File: src/relay_cfg_pkg.sv
package relay_cfg_pkg;
   // Bus geometry
   localparam int ADDR_W = 6;
   // Register byte offsets
   localparam logic [5:0] OFS_OOS     = 6'h00;
   localparam logic [5:0] OFS_RECLOSE = 6'h04;
   localparam logic [5:0] OFS_FLTLOC  = 6'h08;
   localparam logic [5:0] OFS_INPUT   = 6'h0C;
   localparam logic [5:0] OFS_STATUS  = 6'h10;
   localparam logic [5:0] OFS_GROUP   = 6'h14;
   // Oos control fields
   localparam int ZSEL_LSB  = 0;
   localparam int OSBSEL_LSB = 2;
   localparam int ZFLAG_LSB = 4;
   localparam int ANGLE_LSB = 8;
   localparam int Z4FWD_BIT = 16;
   // Angle limits in degrees
   localparam logic [7:0] ANGLE_MIN = 8'h1E;
   localparam logic [7:0] ANGLE_MAX = 8'h82;
   localparam logic [7:0] ANGLE_RST = 8'h46;
   // Fault location fields: lock in 0.1 s, reset in minutes
   localparam int LOCK_LSB  = 0;
   localparam int RESET_LSB = 16;
   localparam logic [9:0] LOCK_MAX  = 10'h3E7;
   localparam logic [9:0] RESET_MAX = 10'h3E7;
   localparam logic [15:0] FLTLOC_FULL = 16'hFFFF;
   // Input mode and group fields
   localparam int MODE_LSB = 0;
   localparam int GSEL_LSB = 4;
   localparam logic [3:0] MODE_MAX = 4'h8;
   localparam logic [3:0] MODE_RST = 4'h3;
   localparam logic [2:0] GSEL_MAX = 3'h4;
   localparam logic [2:0] GSEL_RST = 3'h1;
   // Scheme code for blocking scheme
   localparam logic [2:0] SCHEME_BLOCK = 3'h4;
   // Timing
   localparam int CLK_HZ        = 10_000_000;
   localparam int SWING_MS      = 30;
   localparam int SWING_CYC     = CLK_HZ / 1000 * SWING_MS;
   localparam int TENTH_S_CYC   = CLK_HZ / 10;
   localparam int MINUTE_TENTHS = 600;
   localparam int TBC_CYC       = 16;
   // Zone selector codes
   typedef enum logic [1:0] {
      ZONE2 = 2'b00,
      ZONE3 = 2'b01,
      ZONE4 = 2'b10
   } coord_zone_t;
   // Out-of-step block codes
   typedef enum logic [1:0] {
      BLOCK_EVERY_TRIP       = 2'b00,
      BLOCK_DISTANCE_CHANNEL = 2'b01,
      BLOCK_PHASE_DISTANCE   = 2'b10,
      BLOCK_NOTHING          = 2'b11
   } oos_block_t;
   // Group change states
   typedef enum logic [1:0] {
      GRP_IDLE  = 2'b00,
      GRP_CHECK = 2'b01,
      GRP_APPLY = 2'b10
   } grp_state_t;
endpackage : relay_cfg_pkg

File: src/relay_blocking_input_group_select.sv
// The implementer's own choices: the AXI4-Lite interface to the registers and the register offsets.
`timescale 1ns/1ns
`default_nettype none
module relay_blocking_input_group_select
   import relay_cfg_pkg::*;
#(
   parameter int RESET_TENTHS_PER_MIN = MINUTE_TENTHS,
   parameter int TENTH_CYCLES         = TENTH_S_CYC,
   parameter int SWING_CYCLES         = SWING_CYC
)(
   // Clock and reset
   input  wire logic              clk,
   input  wire logic              rst_n,
   // AXI4-Lite slave
   input  wire logic [ADDR_W-1:0] s_axi_awaddr,
   input  wire logic              s_axi_awvalid,
   output logic                   s_axi_awready,
   input  wire logic [31:0]       s_axi_wdata,
   input  wire logic [3:0]        s_axi_wstrb,
   input  wire logic              s_axi_wvalid,
   output logic                   s_axi_wready,
   output logic [1:0]             s_axi_bresp,
   output logic                   s_axi_bvalid,
   input  wire logic              s_axi_bready,
   input  wire logic [ADDR_W-1:0] s_axi_araddr,
   input  wire logic              s_axi_arvalid,
   output logic                   s_axi_arready,
   output logic [31:0]            s_axi_rdata,
   output logic [1:0]             s_axi_rresp,
   output logic                   s_axi_rvalid,
   input  wire logic              s_axi_rready,
   // Station contact pins
   input  wire logic              config_contact_a,
   input  wire logic              config_contact_b,
   input  wire logic              config_contact_c,
   // Protection functions
   input  wire logic              swing_inside,
   input  wire logic [3:0]        zone_trip_req,
   input  wire logic              channel_trip_req,
   input  wire logic              overcurrent_trip_req,
   input  wire logic [8:0]        reclose_src,
   input  wire logic              line_pickup_trip,
   input  wire logic              reclose_initiate_req,
   input  wire logic              fault_event,
   input  wire logic [15:0]       fault_location,
   input  wire logic              carrier_start_req,
   input  wire logic              pilot_trip_req,
   input  wire logic [2:0]        pilot_scheme_select,
   input  wire logic              relay_on_line,
   input  wire logic              trip_check_ok,
   // Outputs to protection and station
   output logic                   out_of_step_detect,
   output logic [1:0]             coord_zone,
   output logic [7:0]             swing_char_angle,
   output logic [3:0]             zone_trip_out,
   output logic                   channel_trip_out,
   output logic                   overcurrent_trip_out,
   output logic                   reclose_initiate,
   output logic                   reclose_cancel,
   output logic [15:0]            supervisory_analog_output,
   output logic                   fault_type_contacts_open,
   output logic                   pilot_receiver_two,
   output logic                   oscillography_trigger,
   output logic [2:0]             config_input,
   output logic                   pilot_trip_out,
   output logic                   carrier_start_contact,
   output logic                   carrier_stop_contact,
   output logic [1:0]             active_group,
   output logic                   trip_bus_check,
   output logic                   config_error
);
   initial begin
      if (SWING_CYCLES < 1 || TENTH_CYCLES < 1 || RESET_TENTHS_PER_MIN < 1)
         $error("Timing parameters must be at least one");
   end

   // Pin synchronisers
   logic [2:0] pinMeta_q, pinSync_q;
   always_ff @(posedge clk or negedge rst_n) begin
      if (!rst_n) begin
         pinMeta_q <= 3'h0;
         pinSync_q <= 3'h0;
      end else begin
         pinMeta_q <= {config_contact_c, config_contact_b, config_contact_a};
         pinSync_q <= pinMeta_q;
      end
   end
   wire contactA = pinSync_q[0];
   wire contactB = pinSync_q[1];
   wire contactC = pinSync_q[2];

   // Settings registers
   logic [1:0] zoneSel_q;
   logic [1:0] osbSel_q;
   logic [3:0] zoneFlag_q;
   logic [7:0] angle_q;
   logic       z4Fwd_q;
   logic [9:0] rbEnable_q;
   logic [9:0] lockSet_q;
   logic [9:0] resetSet_q;
   logic [3:0] mode_q;
   logic [2:0] gsel_q;

   // AXI write path
   logic       awHeld_q, wHeld_q;
   logic [ADDR_W-1:0] awAddr_q;
   logic [31:0] wData_q;
   logic       bvalid_q;
   logic [1:0] bresp_q;
   assign s_axi_awready = !awHeld_q && !bvalid_q;
   assign s_axi_wready  = !wHeld_q && !bvalid_q;
   wire awHit   = s_axi_awvalid && s_axi_awready;
   wire wHit    = s_axi_wvalid && s_axi_wready;
   wire haveAw  = awHeld_q || awHit;
   wire haveW   = wHeld_q || wHit;
   wire doWrite = haveAw && haveW && !bvalid_q;
   wire [ADDR_W-1:0] wrAddr = awHeld_q ? awAddr_q : s_axi_awaddr;
   wire [31:0] wrData = wHeld_q ? wData_q : s_axi_wdata;
   wire wrOos   = doWrite && wrAddr == OFS_OOS;
   wire wrRecl  = doWrite && wrAddr == OFS_RECLOSE;
   wire wrFlt   = doWrite && wrAddr == OFS_FLTLOC;
   wire wrInput = doWrite && wrAddr == OFS_INPUT;
   wire wrMapped = wrOos || wrRecl || wrFlt || wrInput;

   // Field checks on write
   wire [1:0] newZone  = wrData[ZSEL_LSB +: 2];
   wire [7:0] newAngle = wrData[ANGLE_LSB +: 8];
   wire       newZ4Fwd = wrData[Z4FWD_BIT];
   wire zoneOk  = newZone != 2'h3 && (newZone != ZONE4 || newZ4Fwd);
   wire angleOk = newAngle >= ANGLE_MIN && newAngle <= ANGLE_MAX;
   wire [9:0] newLock  = wrData[LOCK_LSB +: 10];
   wire [9:0] newReset = wrData[RESET_LSB +: 10];
   wire fltOk   = newLock <= LOCK_MAX && newReset <= RESET_MAX;
   wire [3:0] newMode = wrData[MODE_LSB +: 4];
   wire [2:0] newGsel = wrData[GSEL_LSB +: 3];
   wire inputOk = newMode <= MODE_MAX && newGsel <= GSEL_MAX;
   wire wrOk = (wrOos && zoneOk && angleOk) || wrRecl || (wrFlt && fltOk)
               || (wrInput && inputOk);

   always_ff @(posedge clk or negedge rst_n) begin
      if (!rst_n) begin
         awHeld_q <= 1'b0;
         wHeld_q  <= 1'b0;
         awAddr_q <= '0;
         wData_q  <= 32'h0;
         bvalid_q <= 1'b0;
         bresp_q  <= 2'h0;
      end else begin
         if (doWrite) begin
            awHeld_q <= 1'b0;
            wHeld_q  <= 1'b0;
            bvalid_q <= 1'b1;
            bresp_q  <= wrMapped ? (wrOk ? 2'h0 : 2'h2) : 2'h3;
         end else begin
            if (awHit) begin
               awHeld_q <= 1'b1;
               awAddr_q <= s_axi_awaddr;
            end
            if (wHit) begin
               wHeld_q <= 1'b1;
               wData_q <= s_axi_wdata;
            end
            if (bvalid_q && s_axi_bready)
               bvalid_q <= 1'b0;
         end
      end
   end
   assign s_axi_bvalid = bvalid_q;
   assign s_axi_bresp  = bresp_q;

   // Settings; one copy serves all four groups
   always_ff @(posedge clk or negedge rst_n) begin
      if (!rst_n) begin
         zoneSel_q  <= ZONE2;
         osbSel_q   <= BLOCK_DISTANCE_CHANNEL;
         zoneFlag_q <= 4'hF;
         angle_q    <= ANGLE_RST;
         z4Fwd_q    <= 1'b0;
         rbEnable_q <= 10'h001;
         lockSet_q  <= 10'h064;
         resetSet_q <= 10'h005;
         mode_q     <= MODE_RST;
         gsel_q     <= GSEL_RST;
      end else begin
         if (wrOos && zoneOk && angleOk) begin
            zoneSel_q  <= newZone;
            osbSel_q   <= wrData[OSBSEL_LSB +: 2];
            zoneFlag_q <= wrData[ZFLAG_LSB +: 4];
            angle_q    <= newAngle;
            z4Fwd_q    <= newZ4Fwd;
         end
         if (wrRecl)
            rbEnable_q <= wrData[9:0];
         if (wrFlt && fltOk) begin
            lockSet_q  <= newLock;
            resetSet_q <= newReset;
         end
         if (wrInput && inputOk) begin
            mode_q <= newMode;
            gsel_q <= newGsel;
         end
      end
   end

   // Swing pickup timer
   logic [$clog2(SWING_CYCLES+1)-1:0] swingCnt_q;
   logic oos_q;
   always_ff @(posedge clk or negedge rst_n) begin
      if (!rst_n) begin
         swingCnt_q <= '0;
         oos_q      <= 1'b0;
      end else if (!swing_inside) begin
         swingCnt_q <= '0;
         oos_q      <= 1'b0;
      end else if (swingCnt_q == SWING_CYCLES[$bits(swingCnt_q)-1:0] - 1'b1) begin
         oos_q <= 1'b1;
      end else begin
         swingCnt_q <= swingCnt_q + 1'b1;
      end
   end
   assign out_of_step_detect = oos_q;
   assign coord_zone         = zoneSel_q;
   assign swing_char_angle   = angle_q;

   // Trip blocking
   wire block_every_trip   = oos_q && osbSel_q == BLOCK_EVERY_TRIP;
   wire blkZones = oos_q && (osbSel_q == BLOCK_DISTANCE_CHANNEL
                   || osbSel_q == BLOCK_PHASE_DISTANCE);
   wire blkChan  = oos_q && osbSel_q == BLOCK_DISTANCE_CHANNEL;
   wire [3:0] zoneBlock = block_every_trip ? 4'hF : (blkZones ? zoneFlag_q : 4'h0);

   // Reclose blocking
   wire [8:0] rbActive = rbEnable_q[0] ? 9'h1FF : rbEnable_q[9:1];
   wire recloseBlock = |(reclose_src & rbActive) || line_pickup_trip;

   // Input routing
   wire [1:0] modeRow = mode_q >= 4'h6 ? 2'h2 : (mode_q >= 4'h3 ? 2'h1 : 2'h0);
   wire [1:0] modeCol = 2'(mode_q - {modeRow, 1'b0} - {2'h0, modeRow});
   wire useRcvr  = modeCol == 2'h0;
   wire useTrig  = modeCol == 2'h1;
   wire useCfgA  = modeCol == 2'h2;
   wire useGrp   = modeRow == 2'h0;
   wire useStop  = modeRow == 2'h1;
   wire useCfgBC = modeRow == 2'h2;
   wire blockScheme = pilot_scheme_select == SCHEME_BLOCK;
   wire stopIn   = blockScheme && useStop && contactB;
   wire blkPilot = blockScheme && useStop && contactC;
   wire stopCarrier = stopIn || blkPilot;

   // Group selection
   wire [1:0] pinGroup = {contactB, contactC};
   wire [1:0] wantGroup = gsel_q == 3'h0 ? pinGroup : 2'(gsel_q - 3'h1);
   assign config_error = useGrp ? gsel_q != 3'h0 : gsel_q == 3'h0;

   grp_state_t grpState_q;
   logic [1:0] group_q, pendGroup_q;
   logic [$clog2(TBC_CYC+1)-1:0] tbcCnt_q;
   always_ff @(posedge clk or negedge rst_n) begin
      if (!rst_n) begin
         grpState_q  <= GRP_IDLE;
         group_q     <= 2'h0;
         pendGroup_q <= 2'h0;
         tbcCnt_q    <= '0;
      end else begin
         case (grpState_q)
            GRP_IDLE: begin
               if (wantGroup != group_q && !config_error) begin
                  pendGroup_q <= wantGroup;
                  tbcCnt_q    <= '0;
                  grpState_q  <= relay_on_line ? GRP_CHECK : GRP_APPLY;
               end
            end
            GRP_CHECK: begin
               if (trip_check_ok || tbcCnt_q == TBC_CYC[$bits(tbcCnt_q)-1:0])
                  grpState_q <= GRP_APPLY;
               else
                  tbcCnt_q <= tbcCnt_q + 1'b1;
            end
            GRP_APPLY: begin
               group_q    <= pendGroup_q;
               grpState_q <= GRP_IDLE;
            end
            default: grpState_q <= GRP_IDLE;
         endcase
      end
   end
   assign active_group   = group_q;
   assign trip_bus_check = grpState_q == GRP_CHECK;

   // Fault location lock and reset
   logic [$clog2(TENTH_CYCLES+1)-1:0] tenthCnt_q;
   logic [9:0]  lockCnt_q;
   logic [9:0]  minTenth_q;
   logic [9:0]  minCnt_q;
   logic [15:0] flt_q;
   logic        contactsOpen_q;
   wire tick = tenthCnt_q == TENTH_CYCLES[$bits(tenthCnt_q)-1:0] - 1'b1;
   wire locked = lockCnt_q != 10'h0;
   wire take = fault_event && !locked;
   wire minTick = tick && minTenth_q == RESET_TENTHS_PER_MIN[9:0] - 10'h1;
   always_ff @(posedge clk or negedge rst_n) begin
      if (!rst_n) begin
         tenthCnt_q     <= '0;
         lockCnt_q      <= 10'h0;
         minTenth_q     <= 10'h0;
         minCnt_q       <= 10'h0;
         flt_q          <= FLTLOC_FULL;
         contactsOpen_q <= 1'b1;
      end else begin
         tenthCnt_q <= tick ? '0 : tenthCnt_q + 1'b1;
         if (take) begin
            flt_q          <= fault_location;
            contactsOpen_q <= 1'b0;
            lockCnt_q      <= lockSet_q;
            minTenth_q     <= 10'h0;
            minCnt_q       <= 10'h0;
         end else begin
            if (tick && locked)
               lockCnt_q <= lockCnt_q - 10'h1;
            if (!contactsOpen_q && resetSet_q != 10'h0) begin
               if (minTick) begin
                  minTenth_q <= 10'h0;
                  minCnt_q   <= minCnt_q + 10'h1;
               end else if (tick)
                  minTenth_q <= minTenth_q + 10'h1;
               if (minCnt_q >= resetSet_q) begin
                  flt_q          <= FLTLOC_FULL;
                  contactsOpen_q <= 1'b1;
               end
            end
         end
      end
   end

   // Registered outputs
   always_ff @(posedge clk or negedge rst_n) begin
      if (!rst_n) begin
         zone_trip_out        <= 4'h0;
         channel_trip_out     <= 1'b0;
         overcurrent_trip_out <= 1'b0;
         reclose_initiate     <= 1'b0;
         reclose_cancel       <= 1'b0;
         pilot_receiver_two   <= 1'b0;
         oscillography_trigger<= 1'b0;
         config_input         <= 3'h0;
         pilot_trip_out       <= 1'b0;
         carrier_start_contact<= 1'b0;
         carrier_stop_contact <= 1'b0;
      end else begin
         zone_trip_out        <= zone_trip_req & ~zoneBlock;
         channel_trip_out     <= channel_trip_req && !block_every_trip && !blkChan;
         overcurrent_trip_out <= overcurrent_trip_req && !block_every_trip;
         reclose_initiate     <= reclose_initiate_req && !recloseBlock;
         reclose_cancel       <= recloseBlock;
         pilot_receiver_two   <= useRcvr && contactA;
         oscillography_trigger<= useTrig && contactA;
         config_input         <= {useCfgBC && contactC, useCfgBC && contactB,
                                  useCfgA && contactA};
         pilot_trip_out       <= pilot_trip_req && !blkPilot && !block_every_trip && !blkChan;
         carrier_start_contact<= carrier_start_req && !stopCarrier;
         carrier_stop_contact <= stopCarrier;
      end
   end
   assign supervisory_analog_output = flt_q;
   assign fault_type_contacts_open  = contactsOpen_q;

   // AXI read path
   logic        rvalid_q;
   logic [31:0] rdata_q;
   logic [1:0]  rresp_q;
   wire [31:0] rdOos = {15'h0, z4Fwd_q, angle_q, zoneFlag_q, osbSel_q, zoneSel_q};
   wire [31:0] rdStatus = {22'h0, group_q, contactsOpen_q, trip_bus_check, config_error,
                           oos_q, pinSync_q, locked};
   wire rdHit = s_axi_arvalid && s_axi_arready;
   wire rdMapped = s_axi_araddr == OFS_OOS || s_axi_araddr == OFS_RECLOSE
                   || s_axi_araddr == OFS_FLTLOC || s_axi_araddr == OFS_INPUT
                   || s_axi_araddr == OFS_STATUS || s_axi_araddr == OFS_GROUP;
   wire [31:0] rdMux =
      s_axi_araddr == OFS_OOS     ? rdOos :
      s_axi_araddr == OFS_RECLOSE ? {22'h0, rbEnable_q} :
      s_axi_araddr == OFS_FLTLOC  ? {6'h0, resetSet_q, 6'h0, lockSet_q} :
      s_axi_araddr == OFS_INPUT   ? {25'h0, gsel_q, mode_q} :
      s_axi_araddr == OFS_STATUS  ? rdStatus :
      s_axi_araddr == OFS_GROUP   ? {16'h0, flt_q} : 32'h0;
   assign s_axi_arready = !rvalid_q;
   always_ff @(posedge clk or negedge rst_n) begin
      if (!rst_n) begin
         rvalid_q <= 1'b0;
         rdata_q  <= 32'h0;
         rresp_q  <= 2'h0;
      end else if (rdHit) begin
         rvalid_q <= 1'b1;
         rdata_q  <= rdMux;
         rresp_q  <= rdMapped ? 2'h0 : 2'h3;
      end else if (rvalid_q && s_axi_rready) begin
         rvalid_q <= 1'b0;
      end
   end
   assign s_axi_rvalid = rvalid_q;
   assign s_axi_rdata  = rdata_q;
   assign s_axi_rresp  = rresp_q;
endmodule : relay_blocking_input_group_select
`default_nettype wire

File: config.mk
export PLATFORM = sky130hd
export DESIGN_NAME = relay_blocking_input_group_select
export DESIGN_NICKNAME = d
export VERILOG_FILES = /design/src/relay_cfg_pkg.sv /design/src/relay_blocking_input_group_select.sv
export SDC_FILE = /design/constraint.sdc
export NUM_CORES = 1
export LEC_CHECK = 0
export ABC_AREA = 1
export BUFFER_PORTS_ARGS = -buffer_cell sky130_fd_sc_hd__buf_4
export CAP_MARGIN = 20
export CORE_MARGIN = 4
export CORE_UTILIZATION = 55
export CTS_CLUSTER_DIAMETER = 200
export DETAILED_ROUTE_END_ITERATION = 6
export PLACE_DENSITY = 0.78
export SKIP_LAST_GASP = 1
export SYNTH_ARGS = -nofsm -noshare
export SYNTH_HDL_FRONTEND = slang
export SYNTH_SLANG_ARGS = --single-unit
File: constraint.sdc
create_clock -name clk -period 2.7 [get_ports clk]
set_clock_uncertainty 0.1 [all_clocks]
set_input_delay 0.81 -clock clk [delete_from_list [all_inputs] [get_ports clk]]
set_output_delay 0.81 -clock clk [all_outputs]
set_load 0.005 [all_outputs]
==> reports/metrics.yaml, run 1 <==
vias: 11111
drive_gt1_share_pct: 19.1
crit_path_max_fanout: 2
drv_slew: 0
die_x_um: 158
area_growth_pct: 21.9
avgSynthCellArea_um2: 7.82
cts_made_buffers: 27
grt_max_degree: 66
internal_power_mw: 7.99
worstSetupPathDepth: 5
vias_per_cell: 5.37
fin_ws_ns: 0.0679
grt_overflow: 0
max-slew-margin-rel_pct: 48.9
synth_cell_types: 47
p_clk_share_pct: 32.7
antenna_found_initial: 0
switching_share_pct: 32.6
clock-sinks: 239
tightest_slew_ns: 0.758
powerDensity_nw_per_um2: 788
placed_cells_incl_taps: 2014
dpl_cell_area_um2: 14000
tns_ns: 0
post_drt_wl_per_cell_um: 16.0
fin_crit_sh_pct: 97.5
p_total_mw: 11.8
switchingPower_mw: 3.86
start_util_pct: 56.2
ys_seq_elements: 239
globalplace.congestion: 0.894
maxCapViolCount: 0
clockRootBuffer: "clkbuf_16"
die-area_um2: 24900
power_frac_comb_pct: 26.1
clockBufferDepth: 3
r2r_cells: 8
synth-edff-count: 0
seqPwrFrac_pct: 41.2
path_class: "flop to output port"
dieHeight_um: 158
ir_drop_mv: 0.776
num_antenna_cells: 0
setup_viol: 0
post-route-cell-area_um2: 15000
fin_nets: 1893
core_um2: 22000
ys_top_cells_by_area: "dfrtp_1 (42%), nand2_1 (13%), dfstp_2 (7.2%)"
grt_pass1_wl_mm: 53.8
post-dp-hpwl_mm: 24.1
path_delay_family: "flip-flops"
crit_buf_inv: 2
fin_util_pct: 68.5
post-route-min-period_ns: 2.63
crit_end: "config_error"
ys.flop_type: "dfrtp_1"
pin_count: 189
groute.usage.overall_pct: 26.5
min_path_type: "input port to asynchronous set/reset pin"
grt_pass1_vias: 10883
syn_area_um2: 12300
synth_sequential_area_ratio_pct: 48.8
crit_path_end_kind: "output port"
wl_mm: 33.1
r2r_end: "lockCnt_q[4]"
timing.fmax_ghz: 0.380
yosysTopAreaCell: "dfrtp_1"
startpoint_type: "flop"
synth-async-reset-ratio_pct: 100
path_cells: "inv_1 -> ha_2 -> nand2_2 -> xor2_2 -> buf_4"
yosysTopAreaCellShare_pct: 41.6
ant_nets: 0
ys_warn_count: 0
port-buffer-count: 172
syn_inst: 1576
power.leakage_nw: 7.62
h-tree-depth: 1
finalHoldViolCount: 0
rows: 54
cp.required_ns: 1.79
cp_data_arrival_time_ns: 1.72
outcome: "finished, final reports clean"
postCtsHoldBufs: 0
stdcell_count: 2070
cts_tree: "done"
whs_ns: 0.130
slowest_delay_ns: 0.53
clk_pin_slew_ns: 0.06
cp-startpoint: "gsel_q[0]"
drc: 0
rrSetupSlack_ns: 0.26
clock_latency_ns: 0.55
drtIter0Drc: 786
pre_cts_slack_ns: 0.261
rr_startpoint: "tenthCnt_q[0]"
slowest_stage: "dfstp_2"
drt_pre_antenna_iters: 6
## kinds of logic (layout without fill, tap and decap cells)
family / Yosys count / count (layout) / synth area share (%)
and+or+nand+nor: 808 / 808 / 28.0
adders and majority gates: 24 / 24 / 2.44
other: 1 / 6 / 0.0304
DFF: 239 / 239 / 48.8
xor gates and xnor gates: 39 / 39 / 2.77
AOI/OAI and AO/OA: 221 / 221 / 9.51
buffers and inverters: 240 / 449 / 8.07
muxes: 4 / 4 / 0.365
## registers in the layout (all words and copies together) (netlist names), 5 cells and up
signal and flops:
s_axi_rdata 26, wData_q 26, tenthCnt_q 20, swingCnt_q 19, supervisory_analog_output 16, lockCnt_q 10
lockSet_q 10, minCnt_q 10, minTenth_q 10, rbEnable_q 10, resetSet_q 10, swing_char_angle 8
awAddr_q 6, tbcCnt_q 5
## power by group through the flow
stage | Sequential, mW | Combinational [mW] | Clock [mW]
global placement | 4.90 | 2.87 | 0
global route | 4.96 | 3.52 | 4.09
CTS | 4.87 | 3.06 | 3.93
finish | 4.88 | 3.09 | 3.88
detailed placement | 4.93 | 2.95 | 0
floorplan | 4.75 | 1.88 | 0
## routing by layer
layer	vias to the layer above	global-route usage [%]	share of wire (%)
li1	5416	-	-
met2	353	44.0	49
met4	0	8.60	3.2
met5	-	0	0
met1	5259	35.9	42
met3	83	4.26	6.5
## cell usage in the layout, fill, tap and decap left out, drive strengths merged, types with 2 or more instances in the layout
cell / instances
nor2: 193
nand2: 424
o21ai: 142
conb: 6
clkinv: 10
dfrtp: 205
clkinvlp: 2
clkbuf: 33
o31ai: 3
inv: 189
nand4: 45
ha: 24
nor3b: 4
xor2: 29
nor4: 2
dfstp: 34
nor3: 24
nand3b: 2
buf: 211
o21a: 3
bufinv: 4
xnor2: 10
nand3: 88
a31oi: 6
a21oi: 58
o211ai: 3
or2: 22
a21boi: 2
mux2: 4
## repair_timing
action / 4_1_cts / 5_1_grt
setup endpoints to repair: 1 / 1
resized for setup: 3 / 1
endpoints found under the hold margin: 0 / 0
pin swaps: 3 / 1
setup buffers: 3 / 3
## synthesized netlist by cell type (2+ instances only)
library cell / n
nand2_1: 421
dfrtp_1: 205
nor2_1: 189
inv_1: 186
o21ai_0: 114
nand3_1: 85
a21oi_1: 58
nand4_1: 43
dfstp_2: 34
xor2_1: 29
ha_1: 24
nor3_1: 23
o21ai_1: 23
or2_2: 22
clkbuf_1: 19
buf_2: 18
buf_4: 11
xnor2_1: 10
a31oi_1: 6
o21ai_2: 5
buf_6: 4
mux2_2: 4
nor3b_1: 4
nand2_2: 3
nand3_2: 3
o211ai_1: 3
o21a_1: 3
o31ai_1: 3
a21boi_0: 2
nand3b_1: 2
nand4_2: 2
nor2_2: 2
nor4_1: 2
## area by class of cell
| type | instances | area (um^2) |
|---|---|---|
| Multi-Input combinational cell | 1102 | 5350 |
| Clock buffer | 33 | 738 |
| Timing Repair Buffer | 211 | 1650 |
| Tap cell | 280 | 350 |
| Sequential cell | 239 | 6020 |
| Fill cell | 1782 | 6920 |
| Clock inverter | 17 | 211 |
| Inverter | 188 | 706 |
## how the worst min path moves through the flow
stage	from	to	slack, ns	cells past startpoint
final	rst_n	tbcCnt_q[3]	0.13	1
after global routing	rst_n	s_axi_rdata[6]	0.16	1
after CTS	rst_n	grpState_q[0]	0.14	1
after detailed placement	pinMeta_q[0]	pinSync_q[0]	0.24	0
after global placement	pinMeta_q[2]	pinSync_q[2]	0.23	0
after floorplan	pinMeta_q[0]	pinSync_q[0]	0.23	0
Note: power is estimated with default switching activity, not from simulation.
==> run 2, diff against run 1 <==
==> constraint.sdc (replaced) <==
create_clock -name clk -period 3.3 [get_ports clk]
set_clock_uncertainty 0.1 [all_clocks]
set_input_delay 0.99 -clock clk [delete_from_list [all_inputs] [get_ports clk]]
set_output_delay 0.99 -clock clk [all_outputs]
set_load 0.005 [all_outputs]
==> reports/metrics.yaml, run 2 (synthesis results as in run 1) <==
crit_path_end_kind: "output port"
dpl_cell_area_um2: 13900  # -0.66%
slowest_stage: "dfstp_2"
post-dp-hpwl_mm: 24.2  # +0.21%
final_common_cell: "nand2_1"
rr_startpoint: "tenthCnt_q[0]"
drtIter0Drc: 920  # +17%
clock_latency_ns: 0.54  # about the same
maxCapViolCount: 0  # unchanged
crit_buf_inv: 3  # +1
clockBufferDepth: 3  # unchanged
rrSetupSlack_ns: 0.63  # +0.37 ns
finalHoldViolCount: 0  # unchanged
die-area_um2: 24900  # unchanged
fin_ws_ns: 0.295  # +0.227 ns
globalplace.congestion: 0.926  # +3.6%
startpoint_type: "flop"
drv_slew: 0  # unchanged
rows: 54  # unchanged
core_um2: 22000  # unchanged
power.leakage_nw: 7.52  # -1.3%
fin_nets: 1878  # -0.79%
ant_nets: 0  # unchanged
start_util_pct: 56.2  # unchanged
post-route-cell-area_um2: 14900  # -1.2%
grt_pass1_wl_mm: 53.8  # -0.10%
post-route-min-period_ns: 3.00
min_delay_worst_endpoint: "pinSync_q[1]"
die_x_um: 158  # unchanged
postCtsSetupBuffers: 0  # -3
pre_cts_slack_ns: 0.590  # +0.329 ns
cp.required_ns: 2.21  # +0.42 ns
fin_crit_sh_pct: 91.1
cts.repair.resized: 0  # -3
pin_count: 189  # unchanged
outcome: "finished, final reports clean"
wl_mm: 32.7  # -1.2%
drc: 0  # unchanged
wl_met3_mm: 2.18  # +1.9%
tightest_slew_ns: 1.02  # +0.260 ns
whs_ns: 0.247  # +0.117 ns
grt_pass1_vias: 10718  # -1.5%
clockRootBuffer: "clkbuf_16"
path_class: "flop to output port"
met2WireLength_mm: 15.9  # -0.93%
r2r_end: "lockCnt_q[4]"
antenna_found_initial: 0  # unchanged
post_drt_wl_per_cell_um: 15.9  # -0.50%
cp_data_arrival_time_ns: 1.91  # +0.19 ns
whs_path_depth: 0
wl_met1_mm: 13.6  # -2.1%
vias: 11058  # -0.48%
path_delay_family: "flip-flops"
vias_per_cell: 5.38  # +0.25%
hp-start: "pinMeta_q[1]"
drive_gt1_share_pct: 18.0  # -1.0 points
path_cells: "inv_1 -> ha_1 -> nand2_1 -> xor2_1 -> buf_4 -> buf_4"
timing.fmax_ghz: 0.333
powerDensity_nw_per_um2: 639  # -19%
ir_drop_mv: 0.462  # -40%
num_antenna_cells: 0  # unchanged
rsz0062_at_grt: "no"
grt_max_degree: 89  # +35%
clock-sinks: 239  # unchanged
highest_layer: "met4"
setup_viol: 0  # unchanged
slowest_delay_ns: 0.54  # about the same
grt_overflow: 0  # unchanged
cts_tree: "done"
min_path_type: "flop to flop"
postCtsHoldBufs: 0  # unchanged
dieHeight_um: 158  # unchanged
groute.usage.overall_pct: 26.5  # about the same
area_growth_pct: 20.4
layout_common_cells: "nand2_1 (421), dfrtp_1 (205), buf_4 (192)"
crit_path_max_fanout: 5  # +3
fillCellCount: 1830  # +2.7%
p_total_mw: 9.49  # -20%
tns_ns: 0  # unchanged
clk_pin_slew_ns: 0.06  # about the same
max-slew-margin-rel_pct: 31.4  # -18 points
port-buffer-count: 172  # unchanged
h-tree-depth: 1  # unchanged
cts_made_buffers: 27  # unchanged
drt_pre_antenna_iters: 6  # unchanged
path_common_cell: "buf_4"
r2r_cells: 8  # unchanged
[run 2: metal layers]
layer  GRT usage [%]  vias to the layer above
li1                -                     5396
met1            35.4                     5233
met2            44.8                      366
met3            4.16                       63
met4            8.19                        0
met5               0                        -
[run 2: layout make-up]
type / count / area [um^2] / area share [%]
sequential: 239 / 6020 / 40.6
multi-input combinational: 1102 / 5330 / 35.9
inverter: 188 / 706 / 4.75
tap: 280 / 350 / 2.36
timing repair buffer: 196 / 1520 / 10.2
clock inverter: 12 / 148 / 0.994
clock buffer: 38 / 777 / 5.23
[run 2: how the worst max path moves through the flow]
| stage | startpoint | end | slack, ns | cells past startpoint |
|---|---|---|---|---|
| final | gsel_q[0] | config_error | 0.30 | 6 |
| after global routing | gsel_q[0] | config_error | 0.17 | 6 |
| after CTS | gsel_q[0] | config_error | 0.27 | 6 |
| after detailed placement | s_axi_awaddr[4] | lockSet_q[7] | 0.59 | 10 |
| after global placement | s_axi_awaddr[5] | lockSet_q[7] | 0.58 | 10 |
| after floorplan | s_axi_araddr[1] | s_axi_rdata[8] | 1.04 | 8 |
[run 2: power breakdown]
part	internal, mW	total (mW)	switching (mW)
Sequential	3.56	4.04	0.479
Clock	1.88	3.08	1.20
Combinational	0.969	2.38	1.41
Total	6.40	9.49	3.09
[run 2: metrics by stage]
stage / util (%) / std cells
global placement: 63.4 / 2005
finish: 67.6 / 2055
floorplan: - / 1581
global route: 67.6 / 2055
detailed placement: 63.4 / 2005
CTS: 67.6 / 2055
==> run 3, diff against run 2 <==
--- a/config.mk
+++ b/config.mk
@@ -8,6 +8,7 @@
 export ABC_AREA = 1
 export BUFFER_PORTS_ARGS = -buffer_cell sky130_fd_sc_hd__buf_4
 export CAP_MARGIN = 20
+export CORE_ASPECT_RATIO = 1.25
 export CORE_MARGIN = 4
 export CORE_UTILIZATION = 55
 export CTS_CLUSTER_DIAMETER = 200
==> reports/metrics.yaml, run 3 (synthesis results as in run 1) <==
clock-sinks: 239  # unchanged
num_antenna_cells: 0  # unchanged
port-buffer-count: 172  # unchanged
pin_count: 189  # unchanged
r2r_cells: 10  # +2
rows: 61  # +13%
grt_pass1_wl_mm: 51.7  # -3.8%
path_class: "flop to output port"
wl_mm: 31.7  # -3.1%
hp-start: "pinMeta_q[2]"
rrSetupSlack_ns: 0.76  # +0.13 ns
crit_path_max_fanout: 5  # unchanged
tightest_slew_ns: 0.908  # -0.110 ns
min_path_type: "flop to flop"
post-route-cell-area_um2: 14700  # -0.94%
dpl_cell_area_um2: 13900  # +0.13%
h-tree-depth: 1  # unchanged
layout_common_cells: "nand2_1 (421), dfrtp_1 (205), buf_4 (194)"
r2r_end: "resetSet_q[4]"
grt_overflow: 0  # unchanged
globalplace.congestion: 0.904  # -2.4%
ant_nets: 0  # unchanged
fin_ws_ns: 0.197  # -0.0988 ns
cp_data_arrival_time_ns: 2.01  # +0.10 ns
cts_made_buffers: 25  # -7.4%
clockBufferDepth: 3  # unchanged
whs_path_depth: 0  # unchanged
ir_drop_mv: 0.450  # -2.5%
post_drt_wl_per_cell_um: 15.4  # -3.1%
fin_crit_sh_pct: 94.0  # +3.0 points
timing.fmax_ghz: 0.322  # -3.2%
min_delay_worst_endpoint: "pinSync_q[2]"
drive_gt1_share_pct: 17.7  # -0.36 points
power.leakage_nw: 7.45  # -0.86%
setup_viol: 0  # unchanged
powerDensity_nw_per_um2: 616  # -3.7%
drtIter0Drc: 695  # -24%
dieHeight_um: 175  # +11%
groute.usage.overall_pct: 25.3  # -1.2 points
rsz0062_at_grt: "no"
antenna_found_initial: 0  # unchanged
postCtsHoldBufs: 0  # unchanged
pre_cts_slack_ns: 0.560  # -0.0297 ns
crit_path_end_kind: "output port"
maxCapViolCount: 0  # unchanged
cts_tree: "done"
grt_max_degree: 80  # -10%
vias: 10992  # -0.60%
drv_slew: 0  # unchanged
clockRootBuffer: "clkbuf_16"
postCtsSetupBuffers: 0  # unchanged
die-area_um2: 24900  # about the same
cts.repair.resized: 0  # unchanged
rr_startpoint: "wHeld_q"
post-dp-hpwl_mm: 23.8  # -1.6%
startpoint_type: "flop"
tns_ns: 0  # unchanged
clock_latency_ns: 0.52  # -0.02 ns
final_common_cell: "nand2_1"
drc: 0  # unchanged
outcome: "finished, final reports clean"
die_x_um: 142  # -10%
clk_pin_slew_ns: 0.06  # about the same
vias_per_cell: 5.35  # -0.60%
post-route-min-period_ns: 3.10  # +0.0988 ns
start_util_pct: 55.7  # -0.44 points
cp.required_ns: 2.21  # about the same
area_growth_pct: 19.3
drt_pre_antenna_iters: 7  # +1
max-slew-margin-rel_pct: 39.0  # +7.5 points
core_um2: 22100  # +0.80%
fin_nets: 1878  # unchanged
finalHoldViolCount: 0  # unchanged
grt_pass1_vias: 10625  # -0.87%
[run 3: cell types whose count changed in the layout (fill, tap and decap cells not counted), sizes merged]
cell,delta
clkinv,+1
inv,-1
bufinv,-2
buf,+2
clkbuf,-1
clkinvlp,-2
[run 3: layout make-up]
cell class	count	area, um^2
inverter	188	706
multi-input combinational	1102	5330
sequential	239	6020
clock buffer	37	701
tap	283	354
timing repair buffer	198	1530
fill	1863	7420
clock inverter	8	65.1
[run 3: metrics by stage]
stage / util, % / power [mW] / hold slack (ns) / std cells
3_5_place_dp: 63.0 / 6.41 / 0.243 / 2010
4_1_cts: 66.5 / 9.11 / 0.257 / 2055
2_1_floorplan: - / 5.42 / 0.231 / 1581
5_1_grt: 66.5 / 9.62 / 0.267 / 2055
6_report: 66.5 / 9.06 / 0.253 / 2055
3_3_place_gp: 63.0 / 6.30 / 0.235 / 2010
[run 3: worst max path at each step]
stage,from,endpoint,slack (ns),cells past startpoint
2_1_floorplan,s_axi_araddr[1],s_axi_rdata[8],1.04,8
3_3_place_gp,s_axi_awaddr[5],resetSet_q[7],0.58,10
3_5_place_dp,s_axi_awaddr[4],resetSet_q[4],0.56,10
4_1_cts,gsel_q[0],config_error,0.17,5
5_1_grt,gsel_q[0],config_error,0.09,5
6_report,gsel_q[0],config_error,0.20,5
[run 3: power breakdown]
| part | internal (mW) | total [mW] | switching [mW] |
|---|---|---|---|
| clock | 1.54 | 2.68 | 1.14 |
| combinational | 0.954 | 2.35 | 1.40 |
| sequential | 3.56 | 4.02 | 0.464 |
[run 3: metal layers]
layer  part of all wire [%]  global-route usage (%)  vias up
met2                     50                    42.8      334
li1                       -                       -     5376
met4                    3.1                    8.56        0
met3                    6.1                    4.00       59
met5                      0                       0        -
met1                     41                    33.2     5223
[run 3: worst max-delay path, cell delays in order, from the launching register on]
cell and delay [ns]:
dfstp_2 0.56, inv_1 0.06, ha_1 0.20, nand2_1 0.14, xor2_1 0.35, buf_4 0.18
